[src/design/mdt_defs.svh]
`ifndef MDT_DEFS_SVH
`define MDT_DEFS_SVH
// register offsets (byte index on the plain port)
`define MDT_OFS_STATUS_CONTROL 3'h0
`define MDT_OFS_CLOCK_CONFIG   3'h1
`define MDT_OFS_COUNT_HIGH     3'h2
`define MDT_OFS_COUNT_LOW      3'h3
`define MDT_OFS_LIMIT_HIGH     3'h4
`define MDT_OFS_LIMIT_LOW      3'h5
// status/control fields
`define MDT_BIT_OVF            7
`define MDT_BIT_IRQ_EN         6
`define MDT_BIT_CLEAR          5
`define MDT_BIT_HALT           4
// clock config fields
`define MDT_CLK_SRC_HI         5
`define MDT_CLK_SRC_LO         4
`define MDT_PRE_HI             3
`define MDT_PRE_LO             0
// reset values and top prescaler code
`define MDT_RST_CLK_SRC        2'h0
`define MDT_RST_PRESCALE       4'h0
`define MDT_RST_HALT           1'b1
`define MDT_RST_COUNT          16'h0000
`define MDT_RST_LIMIT          16'h0000
`define MDT_PRE_MAX_CODE       4'h8
`endif

[src/design/mdt_pkg.sv]
package mdt_pkg;
  typedef enum logic [1:0] {
    MDT_SRC_BUS      = 2'b00,
    MDT_SRC_FIXED    = 2'b01,
    MDT_SRC_EXT_FALL = 2'b10,
    MDT_SRC_EXT_RISE = 2'b11
  } mdt_src_t;
  typedef enum logic [1:0] {
    MDT_RUN   = 2'b00,
    MDT_WAIT  = 2'b01,
    MDT_STOP  = 2'b10,
    MDT_DEBUG = 2'b11
  } mdt_mode_t;
endpackage : mdt_pkg

[src/design/mdt_modulo_timer.sv]
// The register addresses and the strobed register port were left to the implementer.
`timescale 1ns/10ps
`include "mdt_defs.svh"
// Function
// - 16-bit counter wraps to zero after modulo match
// - free-running or modulo limited counting
// - overflow flag bit 7 set on wrap
// - clear flag: read while set, write 0
// - clear bit resets count, flag, loads modulo
// - enable bit 6 gates flag to interrupt
// - halt bit 4 holds count, reset sets
// - status bits 3:0 read zero
// - four clock sources selectable
// - prescaler divides by 1 to 256
// - counts in wait, interrupt wakes processor
// - frozen in stop, never wakes
// - deep stop or reset exit restores reset state
// - debug mode freezes counter, resumes later
// - external clock synchronised before edge detect
// - compare match presented as output
// - source select resets 00, keeps count
// - codes above 1000 divide by 256
// - counter byte reads latched coherently
module mdt_modulo_timer
  import mdt_pkg::*;
#(
  parameter int CNT_W = 16
) (
  input  wire logic       clk_sys_i,
  input  wire logic       rstn_i,
  input  wire logic [2:0] addr_i,
  input  wire logic [7:0] wdata_i,
  input  wire logic       wr_i,
  input  wire logic       rd_i,
  output logic      [7:0] rdata_o,
  input  wire logic       fixed_freq_clock_i,
  input  wire logic       ext_count_clock_in_i,
  input  wire logic [1:0] power_mode_i,
  input  wire logic       deep_stop_wake_i,
  output logic            irq_o,
  output logic            wake_o,
  output logic            match_o
);

  if (CNT_W != 16) begin : g_bad_width
    $error("mdt_modulo_timer: only a 16-bit counter is supported");
  end

  ////////////////////////////////////////////////////////////////////////////
  logic            rst_meta;
  logic            rst_sync;
  logic            deep_rst;
  mdt_mode_t       mode;
  logic            frozen;
  logic            debug;
  logic            ovf_flag;
  logic            irq_en;
  logic            halt;
  logic [1:0]      clk_src;
  logic [3:0]      prescale;
  logic [15:0]     count;
  logic [15:0]     limit_pend;
  logic [15:0]     limit_act;
  logic [7:0]      pre_cnt;
  logic            ext_meta;
  logic            ext_s1;
  logic            ext_s2;
  logic            fix_s1;
  logic            fix_s2;
  logic            fix_s3;
  logic            src_tick;
  logic            pre_tick;
  logic            cnt_tick;
  logic            at_limit;
  logic            wrap;
  logic            flag_seen;
  logic            latch_full;
  logic [15:0]     latch_val;
  logic            wr_sc;
  logic            clr_wr;
  logic [7:0]      next_rdata;
  logic [7:0]      pre_mask;

  always_ff @(posedge clk_sys_i or negedge rstn_i) begin
    if (!rstn_i) begin
      rst_meta <= 1'b0;
      rst_sync <= 1'b0;
    end else begin
      rst_meta <= 1'b1;
      rst_sync <= rst_meta;
    end
  end

  assign mode     = mdt_mode_t'(power_mode_i);
  assign debug    = (mode == MDT_DEBUG);
  assign frozen   = (mode == MDT_STOP) || debug;
  assign deep_rst = deep_stop_wake_i;
  assign wr_sc    = wr_i && (addr_i == `MDT_OFS_STATUS_CONTROL);
  assign clr_wr   = wr_sc && wdata_i[`MDT_BIT_CLEAR];

  ////////////////////////////////////////////////////////////////////////////
  // clock source edges; fixed clock also sampled, assumed slow vs bus clock
  always_ff @(posedge clk_sys_i or negedge rst_sync) begin
    if (!rst_sync) begin
      ext_meta <= 1'b0;
      ext_s1   <= 1'b0;
      ext_s2   <= 1'b0;
      fix_s1   <= 1'b0;
      fix_s2   <= 1'b0;
      fix_s3   <= 1'b0;
    end else begin
      ext_meta <= ext_count_clock_in_i;
      ext_s1   <= ext_meta;
      ext_s2   <= ext_s1;
      fix_s1   <= fixed_freq_clock_i;
      fix_s2   <= fix_s1;
      fix_s3   <= fix_s2;
    end
  end

  always_comb begin
    case (mdt_src_t'(clk_src))
      MDT_SRC_BUS:      src_tick = 1'b1;
      MDT_SRC_FIXED:    src_tick = fix_s2 && !fix_s3;
      MDT_SRC_EXT_FALL: src_tick = !ext_s1 && ext_s2;
      MDT_SRC_EXT_RISE: src_tick = ext_s1 && !ext_s2;
      default:          src_tick = 1'b0;
    endcase
  end

  // codes past the top ratio saturate at divide by 256
  always_comb begin
    if (prescale >= `MDT_PRE_MAX_CODE) begin
      pre_mask = 8'hff;
    end else begin
      pre_mask = 8'((9'h001 << prescale) - 9'h001);
    end
  end

  assign pre_tick = src_tick && ((pre_cnt & pre_mask) == pre_mask);
  assign cnt_tick = pre_tick && !halt && !frozen;
  assign at_limit = (limit_act == 16'h0000) ? (count == 16'hffff) : (count == limit_act);
  assign wrap     = cnt_tick && at_limit;

  always_ff @(posedge clk_sys_i or negedge rst_sync) begin
    if (!rst_sync) begin
      pre_cnt <= 8'h00;
    end else if (deep_rst || clr_wr) begin
      pre_cnt <= 8'h00;
    end else if (src_tick && !halt && !frozen) begin
      pre_cnt <= pre_cnt + 8'h01;
    end
  end

  ////////////////////////////////////////////////////////////////////////////
  // counter and modulo
  always_ff @(posedge clk_sys_i or negedge rst_sync) begin
    if (!rst_sync) begin
      count <= `MDT_RST_COUNT;
    end else if (deep_rst || clr_wr) begin
      count <= `MDT_RST_COUNT;
    end else if (wrap) begin
      count <= 16'h0000;
    end else if (cnt_tick) begin
      count <= count + 16'h0001;
    end
  end

  always_ff @(posedge clk_sys_i or negedge rst_sync) begin
    if (!rst_sync) begin
      limit_pend <= `MDT_RST_LIMIT;
    end else if (deep_rst) begin
      limit_pend <= `MDT_RST_LIMIT;
    end else if (wr_i && addr_i == `MDT_OFS_LIMIT_HIGH) begin
      limit_pend[15:8] <= wdata_i;
    end else if (wr_i && addr_i == `MDT_OFS_LIMIT_LOW) begin
      limit_pend[7:0] <= wdata_i;
    end
  end

  always_ff @(posedge clk_sys_i or negedge rst_sync) begin
    if (!rst_sync) begin
      limit_act <= `MDT_RST_LIMIT;
    end else if (deep_rst) begin
      limit_act <= `MDT_RST_LIMIT;
    end else if (clr_wr || wrap) begin
      limit_act <= limit_pend;
    end
  end

  ////////////////////////////////////////////////////////////////////////////
  // status/control and clock configuration
  always_ff @(posedge clk_sys_i or negedge rst_sync) begin
    if (!rst_sync) begin
      flag_seen <= 1'b0;
    end else if (deep_rst || wr_sc) begin
      flag_seen <= 1'b0;
    end else if (rd_i && addr_i == `MDT_OFS_STATUS_CONTROL && ovf_flag) begin
      flag_seen <= 1'b1;
    end
  end

  // a wrap in a write-0 clearing cycle keeps the flag set; a clear-bit write still clears it
  always_ff @(posedge clk_sys_i or negedge rst_sync) begin
    if (!rst_sync) begin
      ovf_flag <= 1'b0;
    end else if (deep_rst) begin
      ovf_flag <= 1'b0;
    end else if (wrap && !clr_wr) begin
      ovf_flag <= 1'b1;
    end else if (clr_wr) begin
      ovf_flag <= 1'b0;
    end else if (wr_sc && flag_seen && !wdata_i[`MDT_BIT_OVF]) begin
      ovf_flag <= 1'b0;
    end
  end

  always_ff @(posedge clk_sys_i or negedge rst_sync) begin
    if (!rst_sync) begin
      irq_en <= 1'b0;
      halt   <= `MDT_RST_HALT;
    end else if (deep_rst) begin
      irq_en <= 1'b0;
      halt   <= `MDT_RST_HALT;
    end else if (wr_sc) begin
      irq_en <= wdata_i[`MDT_BIT_IRQ_EN];
      halt   <= wdata_i[`MDT_BIT_HALT];
    end
  end

  always_ff @(posedge clk_sys_i or negedge rst_sync) begin
    if (!rst_sync) begin
      clk_src  <= `MDT_RST_CLK_SRC;
      prescale <= `MDT_RST_PRESCALE;
    end else if (deep_rst) begin
      clk_src  <= `MDT_RST_CLK_SRC;
      prescale <= `MDT_RST_PRESCALE;
    end else if (wr_i && addr_i == `MDT_OFS_CLOCK_CONFIG) begin
      clk_src  <= wdata_i[`MDT_CLK_SRC_HI:`MDT_CLK_SRC_LO];
      prescale <= wdata_i[`MDT_PRE_HI:`MDT_PRE_LO];
    end
  end

  ////////////////////////////////////////////////////////////////////////////
  // coherent counter read; frozen while debugging
  always_ff @(posedge clk_sys_i or negedge rst_sync) begin
    if (!rst_sync) begin
      latch_full <= 1'b0;
      latch_val  <= 16'h0000;
    end else if (deep_rst || clr_wr) begin
      latch_full <= 1'b0;
    end else if (!debug && rd_i &&
                 (addr_i == `MDT_OFS_COUNT_HIGH || addr_i == `MDT_OFS_COUNT_LOW)) begin
      if (!latch_full) begin
        latch_full <= 1'b1;
        latch_val  <= count;
      end else begin
        latch_full <= 1'b0;
      end
    end
  end

  always_comb begin
    next_rdata = 8'h00;
    case (addr_i)
      `MDT_OFS_STATUS_CONTROL: next_rdata = {ovf_flag, irq_en, 1'b0, halt, 4'h0};
      `MDT_OFS_CLOCK_CONFIG:   next_rdata = {2'b00, clk_src, prescale};
      `MDT_OFS_COUNT_HIGH:     next_rdata = (latch_full && !debug) ? latch_val[15:8] : count[15:8];
      `MDT_OFS_COUNT_LOW:      next_rdata = (latch_full && !debug) ? latch_val[7:0] : count[7:0];
      `MDT_OFS_LIMIT_HIGH:     next_rdata = limit_pend[15:8];
      `MDT_OFS_LIMIT_LOW:      next_rdata = limit_pend[7:0];
      default:                 next_rdata = 8'h00;
    endcase
  end

  always_ff @(posedge clk_sys_i or negedge rst_sync) begin
    if (!rst_sync) begin
      rdata_o <= 8'h00;
    end else if (rd_i) begin
      rdata_o <= next_rdata;
    end else begin
      rdata_o <= 8'h00;
    end
  end

  ////////////////////////////////////////////////////////////////////////////
  // outputs; stop never raises wake
  always_ff @(posedge clk_sys_i or negedge rst_sync) begin
    if (!rst_sync) begin
      irq_o   <= 1'b0;
      wake_o  <= 1'b0;
      match_o <= 1'b0;
    end else begin
      irq_o   <= ovf_flag && irq_en && !deep_rst;
      wake_o  <= ovf_flag && irq_en && (mode == MDT_WAIT) && !deep_rst;
      match_o <= wrap;
    end
  end

  ////////////////////////////////////////////////////////////////////////////
  // counter, flag and output checks
  wrap_zero_a: assert property (@(posedge clk_sys_i) disable iff (!rst_sync)
    wrap && !clr_wr && !deep_rst |=> count == 16'h0000 && ovf_flag)
    else $error("wrap did not zero count and set flag");
  flag_hold_a: assert property (@(posedge clk_sys_i) disable iff (!rst_sync)
    ovf_flag && !wr_sc && !deep_rst |=> ovf_flag)
    else $error("flag cleared without write");
  flag_clear_a: assert property (@(posedge clk_sys_i) disable iff (!rst_sync)
    wr_sc && flag_seen && !wdata_i[`MDT_BIT_OVF] && !wrap && !deep_rst |=> !ovf_flag)
    else $error("flag not cleared after read and write of zero");
  flag_one_a: assert property (@(posedge clk_sys_i) disable iff (!rst_sync)
    wr_sc && wdata_i[`MDT_BIT_OVF] && !wdata_i[`MDT_BIT_CLEAR] && !deep_rst
    |=> ovf_flag == ($past(ovf_flag) || $past(wrap)))
    else $error("writing one changed the flag");
  clear_bit_a: assert property (@(posedge clk_sys_i) disable iff (!rst_sync)
    clr_wr && !deep_rst |=> count == 16'h0000 && !ovf_flag && limit_act == $past(limit_pend))
    else $error("counter clear incomplete");
  irq_out_a: assert property (@(posedge clk_sys_i) disable iff (!rst_sync)
    ##1 irq_o == ($past(ovf_flag) && $past(irq_en) && !$past(deep_rst)))
    else $error("irq mismatch");
  halt_hold_a: assert property (@(posedge clk_sys_i) disable iff (!rst_sync)
    halt && !clr_wr && !deep_rst |=> $stable(count))
    else $error("count moved while halted");
  low_zero_a: assert property (@(posedge clk_sys_i) disable iff (!rst_sync)
    rd_i && addr_i == `MDT_OFS_STATUS_CONTROL |=> rdata_o[5] == 1'b0 && rdata_o[3:0] == 4'h0)
    else $error("reserved bits nonzero");
  wait_run_a: assert property (@(posedge clk_sys_i) disable iff (!rst_sync)
    mode == MDT_WAIT && cnt_tick && !at_limit && !clr_wr && !deep_rst |=> count == $past(count) + 16'h0001)
    else $error("counter idle in wait");
  stop_freeze_a: assert property (@(posedge clk_sys_i) disable iff (!rst_sync)
    frozen && !clr_wr && !deep_rst |=> $stable(count) && !wake_o)
    else $error("counter moved in stop or debug");
  deep_reset_a: assert property (@(posedge clk_sys_i) disable iff (!rst_sync)
    deep_rst |=> count == `MDT_RST_COUNT && !ovf_flag && !irq_en && halt && limit_act == `MDT_RST_LIMIT
    && clk_src == `MDT_RST_CLK_SRC && prescale == `MDT_RST_PRESCALE)
    else $error("deep stop exit did not restore reset state");
  ext_sync_a: assert property (@(posedge clk_sys_i) disable iff (!rst_sync)
    clk_src == MDT_SRC_EXT_RISE && src_tick |-> $past(ext_count_clock_in_i, 2) && !$past(ext_count_clock_in_i, 3))
    else $error("external edge not taken through synchroniser");
  match_out_a: assert property (@(posedge clk_sys_i) disable iff (!rst_sync)
    wrap |=> match_o)
    else $error("match not shown");
  src_keep_a: assert property (@(posedge clk_sys_i) disable iff (!rst_sync)
    wr_i && addr_i == `MDT_OFS_CLOCK_CONFIG && !wrap && !deep_rst
    |=> count == $past(count) || count == $past(count) + 16'h0001)
    else $error("clock config write disturbed the count");
  pre_wrap_a: assert property (@(posedge clk_sys_i) disable iff (!rst_sync)
    prescale >= `MDT_PRE_MAX_CODE && pre_tick && !halt && !frozen && !clr_wr && !deep_rst |=> pre_cnt == 8'h00)
    else $error("prescaler not at full span");
  latch_keep_a: assert property (@(posedge clk_sys_i) disable iff (!rst_sync)
    latch_full && !deep_rst |=> $stable(latch_val))
    else $error("latched count changed");
  debug_latch_a: assert property (@(posedge clk_sys_i) disable iff (!rst_sync)
    debug && !clr_wr && !deep_rst |=> $stable(latch_full) && $stable(latch_val))
    else $error("read latch moved while debugging");
  limit_hold_a: assert property (@(posedge clk_sys_i) disable iff (!rst_sync)
    !clr_wr && !wrap && !deep_rst |=> $stable(limit_act))
    else $error("active modulo changed between loads");
  bus_div1_a: assert property (@(posedge clk_sys_i) disable iff (!rst_sync)
    clk_src == 2'b00 && prescale == 4'h0 && !halt && mode == MDT_RUN && !at_limit && !wr_i && !deep_rst
    |=> count == $past(count) + 16'h0001)
    else $error("no advance at divide by one");

  ////////////////////////////////////////////////////////////////////////////
  // main scenarios
  cover_wrap_c:  cover property (@(posedge clk_sys_i) wrap);
  cover_irq_c:   cover property (@(posedge clk_sys_i) irq_o);
  cover_wake_c:  cover property (@(posedge clk_sys_i) wake_o);
  cover_clear_c: cover property (@(posedge clk_sys_i) ovf_flag ##1 flag_seen ##[1:8] !ovf_flag);
  cover_latch_c: cover property (@(posedge clk_sys_i) latch_full ##[1:20] !latch_full);

endmodule : mdt_modulo_timer

[config.mk]
export PLATFORM = sky130hd
export DESIGN_NAME = mdt_modulo_timer
export DESIGN_NICKNAME = d
export VERILOG_FILES = /design/src/design/mdt_pkg.sv /design/src/design/mdt_modulo_timer.sv
export VERILOG_INCLUDE_DIRS = /design/src /design/src/design
export SDC_FILE = /design/constraint.sdc
export NUM_CORES = 1
export LEC_CHECK = 0
export ABC_CLOCK_PERIOD_IN_PS = 4820
export BUFFER_PORTS_ARGS = -buffer_cell sky130_fd_sc_hd__buf_2
export CORE_AREA = 10 10 109 111
export DETAILED_ROUTE_END_ITERATION = 6
export DIE_AREA = 0 0 119 121
export PLACE_DENSITY = 0.86
export SETUP_SLACK_MARGIN = 0.1
export SYNTH_ARGS = -nofsm -noshare
export SYNTH_HDL_FRONTEND = slang
export SYNTH_SLANG_ARGS = --single-unit
[constraint.sdc]
create_clock -name clk_sys_i -period 4.82 [get_ports clk_sys_i]
set_input_delay 0.241 -clock clk_sys_i [delete_from_list [all_inputs] [get_ports clk_sys_i]]
set_output_delay 0.241 -clock clk_sys_i [all_outputs]
set_load 0.01 [all_outputs]
### Word level (Yosys, flattened, before mapping)

Cells that the tools add are included.

| operators by class | value |
|---|---|
| add/sub/neg operators | 3 |
| $lt $le $gt $ge | 1 |
| equality and inequality tests | 15 |
| shift operators | 1 |
| mux-type cells | 35 |
| bitwise operators | 3 |
| reduce and logical (&&, ||, !) cells | 55 |

Operators by type and width:

| kind | number |
|---|---|
| 2-to-1 mux 16 bit | 6 |
| 2-to-1 mux 8 bit | 9 |
| one-hot mux 8 bit (6 select lines) | 1 |
| logical AND 1 bit | 26 |
| adder 16 x 1 -> 16 bit (second input constant) | 1 |
| == test 16 bit | 1 |
| == test 16 bit (second input constant) | 1 |
| zero test 16 bit | 1 |
| nonzero test 2 bit | 8 |
| 2-to-1 mux 1 bit | 14 |
| zero test 1 bit | 9 |
| adder 8 x 1 -> 8 bit (second input constant) | 1 |
| bitwise AND 8 bit | 1 |
| == test 2 bit (second input constant) | 4 |
| == test 8 bit | 1 |
| 2-to-1 mux 4 bit | 2 |
| << shifter 1 x 4 -> 8 bit (first input constant) | 1 |
| subtractor 8 x 1 -> 8 bit (second input constant) | 1 |
| == test 3 x 2 -> 1 bit (second input constant) | 2 |
| == test 3 bit (second input constant) | 2 |
| logical OR 1 bit | 5 |
| == test 2 x 1 -> 1 bit (second input constant) | 2 |
| >= comparator 4 bit (second input constant) | 1 |
| 2-to-1 mux 2 bit | 2 |
| other kinds (10) | 11 |

| word-level totals | value |
|---|---|
| flip-flop bits (word level) | 102 |
| output and inout port bits | 11 |
| word-level logic and storage cells | 138 |

### Depth between registers and ports, before layout

| depth | value |
|---|---|
| depth in word-level cells | 12 |
| mapped depth | 14 |

### Worst setup path after synthesis

Ideal clock, no wire load.

| timing | value |
|---|---|
| path type | register to register |
| start | register prescale[3] |
| end | register limit_act[0] |
| library setup time | 0.129 ns |
| arrival time | 2.615 ns |
| data required time | 4.691 ns |
| setup slack | 2.076 ns |
| stages on the path, launching flop included | 15 |
| buffers on the path | 4 |
| cells stage by stage | dfrtp_1 buf_6 nor4_2 inv_1 ha_1 nor4b_1 a211oi_1 o211ai_1 or2_1 buf_2 nor3_4 and2_1 buf_4 buf_6 o221ai_2 |

| on the way | value |
|---|---|
| longest elaborated chain between the ends | 11 |
| elaborated cells on any way between the ends | 12 |
| those cells by class | add/sub (1); order compare (1); eq/ne (1); shift (1); mux (1); bitwise (1); reduce/logical (6) |

RTL lines:

| item | RTL line | text |
|---|---|---|
| from (decl) | mdt_modulo_timer.sv:60 | `logic [3:0] prescale;` |
| from (signal assigned) | mdt_modulo_timer.sv:234 | `` prescale <= `MDT_RST_PRESCALE; `` |
| from (signal assigned) | mdt_modulo_timer.sv:237 | `` prescale <= `MDT_RST_PRESCALE; `` |
| from (signal assigned) | mdt_modulo_timer.sv:240 | `` prescale <= wdata_i[`MDT_PRE_HI:`MDT_PRE_LO]; `` |
| << shifter 1 x 4 -> 8 bit | mdt_modulo_timer.sv:136 | `pre_mask = 8'((9'h001 << prescale) - 9'h001);` |
| subtractor 8 x 1 -> 8 bit | mdt_modulo_timer.sv:136 |  |
| 2-to-1 mux 8 bit * | mdt_modulo_timer.sv:133 | `` if (prescale >= `MDT_PRE_MAX_CODE) begin `` |
| bitwise AND 8 bit | mdt_modulo_timer.sv:140 | `assign pre_tick = src_tick && ((pre_cnt & pre_mask) == pre_mask);` |
| == test 8 bit * | mdt_modulo_timer.sv:140 |  |
| logical AND 1 bit * | mdt_modulo_timer.sv:140 |  |
| logical AND 1 bit * (2 in series) | mdt_modulo_timer.sv:141 | `assign cnt_tick = pre_tick && !halt && !frozen;` |
| logical AND 1 bit * | mdt_modulo_timer.sv:143 | `assign wrap = cnt_tick && at_limit;` |
| logical OR 1 bit * | mdt_modulo_timer.sv:186 | `end else if (clr_wr \|\| wrap) begin` |
| nonzero test 2 bit (no source line) * | n/a |  |
| to (signal assigned) | mdt_modulo_timer.sv:183 | `` limit_act <= `MDT_RST_LIMIT; `` |
| to (signal assigned) | mdt_modulo_timer.sv:185 | `` limit_act <= `MDT_RST_LIMIT; `` |
| to (signal assigned) | mdt_modulo_timer.sv:187 | `limit_act <= limit_pend;` |
| to (decl) | mdt_modulo_timer.sv:63 | `logic [15:0] limit_act;` |

Every way passes the cells marked *; elsewhere a longest branch is shown, timed or not.
A chain may end at the register's enable or synchronous reset.

### Worst setup path after layout

| timing | value |
|---|---|
| start | register prescale[3] |
| end | register limit_act[6] |

The elaborated chain is that of the path after synthesis.

==> flow_metrics.env <==
export IMPL_post_cts_buffers=0
export IMPL_ctsHoldBuffers=3
export IMPL_tightest_slew_ns=1.09
export IMPL_die_x_um=119
export IMPL_drive_above_1_share_pct=18.4
export IMPL_synthArstFlopShare_pct=100
export IMPL_worstPathRequired_ns=5.04
export IMPL_synth_cells=553
export IMPL_setup_tns_ns=0
export IMPL_avgViaCountPerCell=6.21
export IMPL_io_pins=31
export IMPL_rsz0062_at_grt="no"
export IMPL_start_util_pct=58.8
export IMPL_synth_seq_cells=102
export IMPL_yosys_area_top_type="dfrtp_1"
export IMPL_syn_cell_area_um2=5670
export IMPL_hpwl_um=9480
export IMPL_nets=579
export IMPL_first_pass_iters=5
export IMPL_row_count=36
export IMPL_hold_class="primary input to register"
export IMPL_start_kind="register"
export IMPL_synth_avg_cell_area_um2=10.3
export IMPL_crit_type="register to register"
export IMPL_cp_arrival_ns=3.77
export IMPL_grt_antenna_before_repair=0
export IMPL_die_area_um2=14400
export IMPL_synth_edf_count=0
export IMPL_drv_cap=0
export IMPL_n_antenna_cell=0
export IMPL_slowest_stage="nor3_4"
export IMPL_syn2layout_area_growth_pct=6.40
export IMPL_core_area_um2=9640
export IMPL_cts_sinks=102
export IMPL_slowest_delay_ns=0.59
export IMPL_pre_cts_slack_ns=1.32
export IMPL_finClkSkew_ns=0.0115
export IMPL_period_share_pct=73.7
export IMPL_route_detailed_drc=0
export IMPL_drtAntennaViolNets=0
export IMPL_ir_drop_v=0.000223
export IMPL_cts_inserted_buffers=9
export IMPL_gp_congestion=0.992
export IMPL_cts_repair_resized=0
export IMPL_syn_nets=576
export IMPL_synth_flop_cell="dfrtp_1"
export IMPL_grt_total_usage_pct=19.1
export IMPL_max_freq_ghz=0.282
export IMPL_wl_um=13300
export IMPL_grt_pass1_vias=4333
export IMPL_final_common_cell="dfrtp_1"
export IMPL_grt_first_pass_wirelength_um=22500
export IMPL_drtIter0Drc=283
export IMPL_p_leak_nw=2.52
export IMPL_yosys_warnings=0
export IMPL_cts_root_buf="clkbuf_8"
export IMPL_cts_tree="yes"
export IMPL_max_clock_path_buffers=2
export IMPL_fin_ws_ns=1.27
export IMPL_min_period_ns=3.55
export IMPL_synth_top_area_share_pct=44.6
export IMPL_path_clk_slew_ns=0.10
export IMPL_path_cells="nor4_2 -> inv_1 -> ha_1 -> xor2_1 -> o311a_1 -> o221ai_1 -> or2_1 -> nor3_4 -> and2_1 -> buf_4 -> o221ai_2"
export IMPL_setup_violations_final=0
export IMPL_status="complete, no violations"
export IMPL_drv_slew=0
export IMPL_io_buffer_count=30
export IMPL_overflow=0
export IMPL_p_per_area_nw_per_um2=268
export IMPL_htree_levels=3
export IMPL_chipHeight_um=121
export IMPL_critPathMaxFanout=30
export IMPL_worstSkewPairLatency_ns=0.38
export IMPL_endpoint_kind="register"
export IMPL_ys_types=68
export IMPL_fin_util_pct=62.6
export IMPL_hold_viol_final=0
export IMPL_grt_max_degree=54
export IMPL_slew_headroom_pct=26.8
export IMPL_final_cell_mix="dfrtp_1, nand2_1, nor2_1"
export IMPL_ys_top_cells_by_area="dfrtp_1, mux2i_1, nand2_1"
export IMPL_wire_per_inst_um=19.2
export IMPL_ys_seq_area_share_pct=45.0
export IMPL_vias=4311
## where the power goes
group          internal (W)  switching, W
registers          0.000867     0.0000199
logic             0.0000484     0.0000868
clock network      0.000295      0.000302
total               0.00121      0.000408
## logic make-up (layout without fill, tap and decap cells)
| logic type | Yosys count | in the layout | share of synthesized area, % |
|---|---|---|---|
| flip-flops | 102 | 102 | 45.0 |
| buffers and inverters | 53 | 61 | 4.70 |
| AO/OA/AOI/OAI | 83 | 83 | 12.2 |
| multiplexers | 56 | 56 | 10.6 |
| adder cells (fa/ha/maj) | 3 | 3 | 0.662 |
| AND/OR/NAND/NOR | 222 | 222 | 21.6 |
| other | 1 | 1 | 0.0661 |
| XOR/XNOR | 33 | 33 | 5.10 |
## path summary, 6_finish.rpt
| kind | slack [ns] | endpoint | cells past startpoint | from |
|---|---|---|---|---|
| hold reg to reg | 0.34 | limit_pend[14]$_DFFE_PN0P_ | 0 | rst_sync$_DFF_PN0_ |
| min in group asynchronous | 0.18 | rst_sync$_DFF_PN0_ | 2 | rstn_i |
| hold / removal | 0.05 | wake_o$_DFF_PN0_ | 2 | power_mode_i[1] |
| setup / recovery | 1.27 | limit_act[6]$_DFFE_PN0P_ | 11 | prescale[3]$_DFFE_PN0P_ |
| max in group asynchronous | 3.38 | latch_val[7]$_DFFE_PN0P_ | 1 | rst_sync$_DFF_PN0_ |
| setup reg to reg | 1.27 | limit_act[6]$_DFFE_PN0P_ | 11 | prescale[3]$_DFFE_PN0P_ |
## worst max-delay path: cells and delay by family (launching register included)
family / cells / cell delay (ns)
buffers and inverters: 2 / 0.48
AOI/OAI and AO/OA: 3 / 0.46
and+or+nand+nor: 4 / 1.56
xor gates and xnor gates: 1 / 0.15
DFF: 1 / 0.49
adders and majority gates: 1 / 0.26
## through the flow
step | cell area [um2] | hold slack [ns] | power (W) | std cells
3_5_place_dp | 5790 | 0.0293 | 0.00104 | 675
5_1_grt | 6030 | 0.0494 | 0.00168 | 694
2_1_floorplan | 5670 | -0.0546 | 0.00100 | 553
3_3_place_gp | 5790 | 0.0255 | 0.00103 | 675
6_report | 6030 | 0.0489 | 0.00162 | 694
4_1_cts | 6030 | 0.0457 | 0.00162 | 694
## registers in the layout, indices dropped and copies added (netlist names), 2 cells and up
name and count:
pre_cnt 8, latch_val 16, clk_src 2, prescale 4
limit_pend 16, limit_act 16, rdata_o 8, count 16
## routing by layer
metal  wire length (um)  GRT usage, %  up-vias
met1               5760          24.3     2178
met5                  0             0        -
met2               6580          31.8      138
li1                   -             -     1963
met3                631          3.58       32
met4                327          6.64        0
## cell type report
type / count / area [um2]
Clock buffer: 11 / 131
Sequential cell: 102 / 2560
Multi-Input combinational cell: 398 / 2850
Fill cell: 818 / 3610
Timing Repair Buffer: 38 / 218
Clock inverter: 5 / 83.8
Inverter: 7 / 26.3
Tap cell: 133 / 166
## synth_stat cells (all sizes together) (2+ instances only)
cell and count:
a21oi 14, buf 20, o21a 11, nor2b 5
clkbuf 26, nand4 10, nand2 77, xnor2 8
a211oi 3, ha 3, o22ai 12, a21o 2
nand3 8, o21ai 5, nand4b 2, inv 7
nor2 43, a22oi 6, dfrtp 101, or3 6
nor3 19, and3 5, nor4b 4, nand3b 16
o221ai 17, and4 2, or2 3, o31ai 3
xor2 25, nor4 7, and2 4, mux2 24
nand2b 4, mux2i 31, nor3b 3
Note: power is estimated with default switching activity, not from simulation.
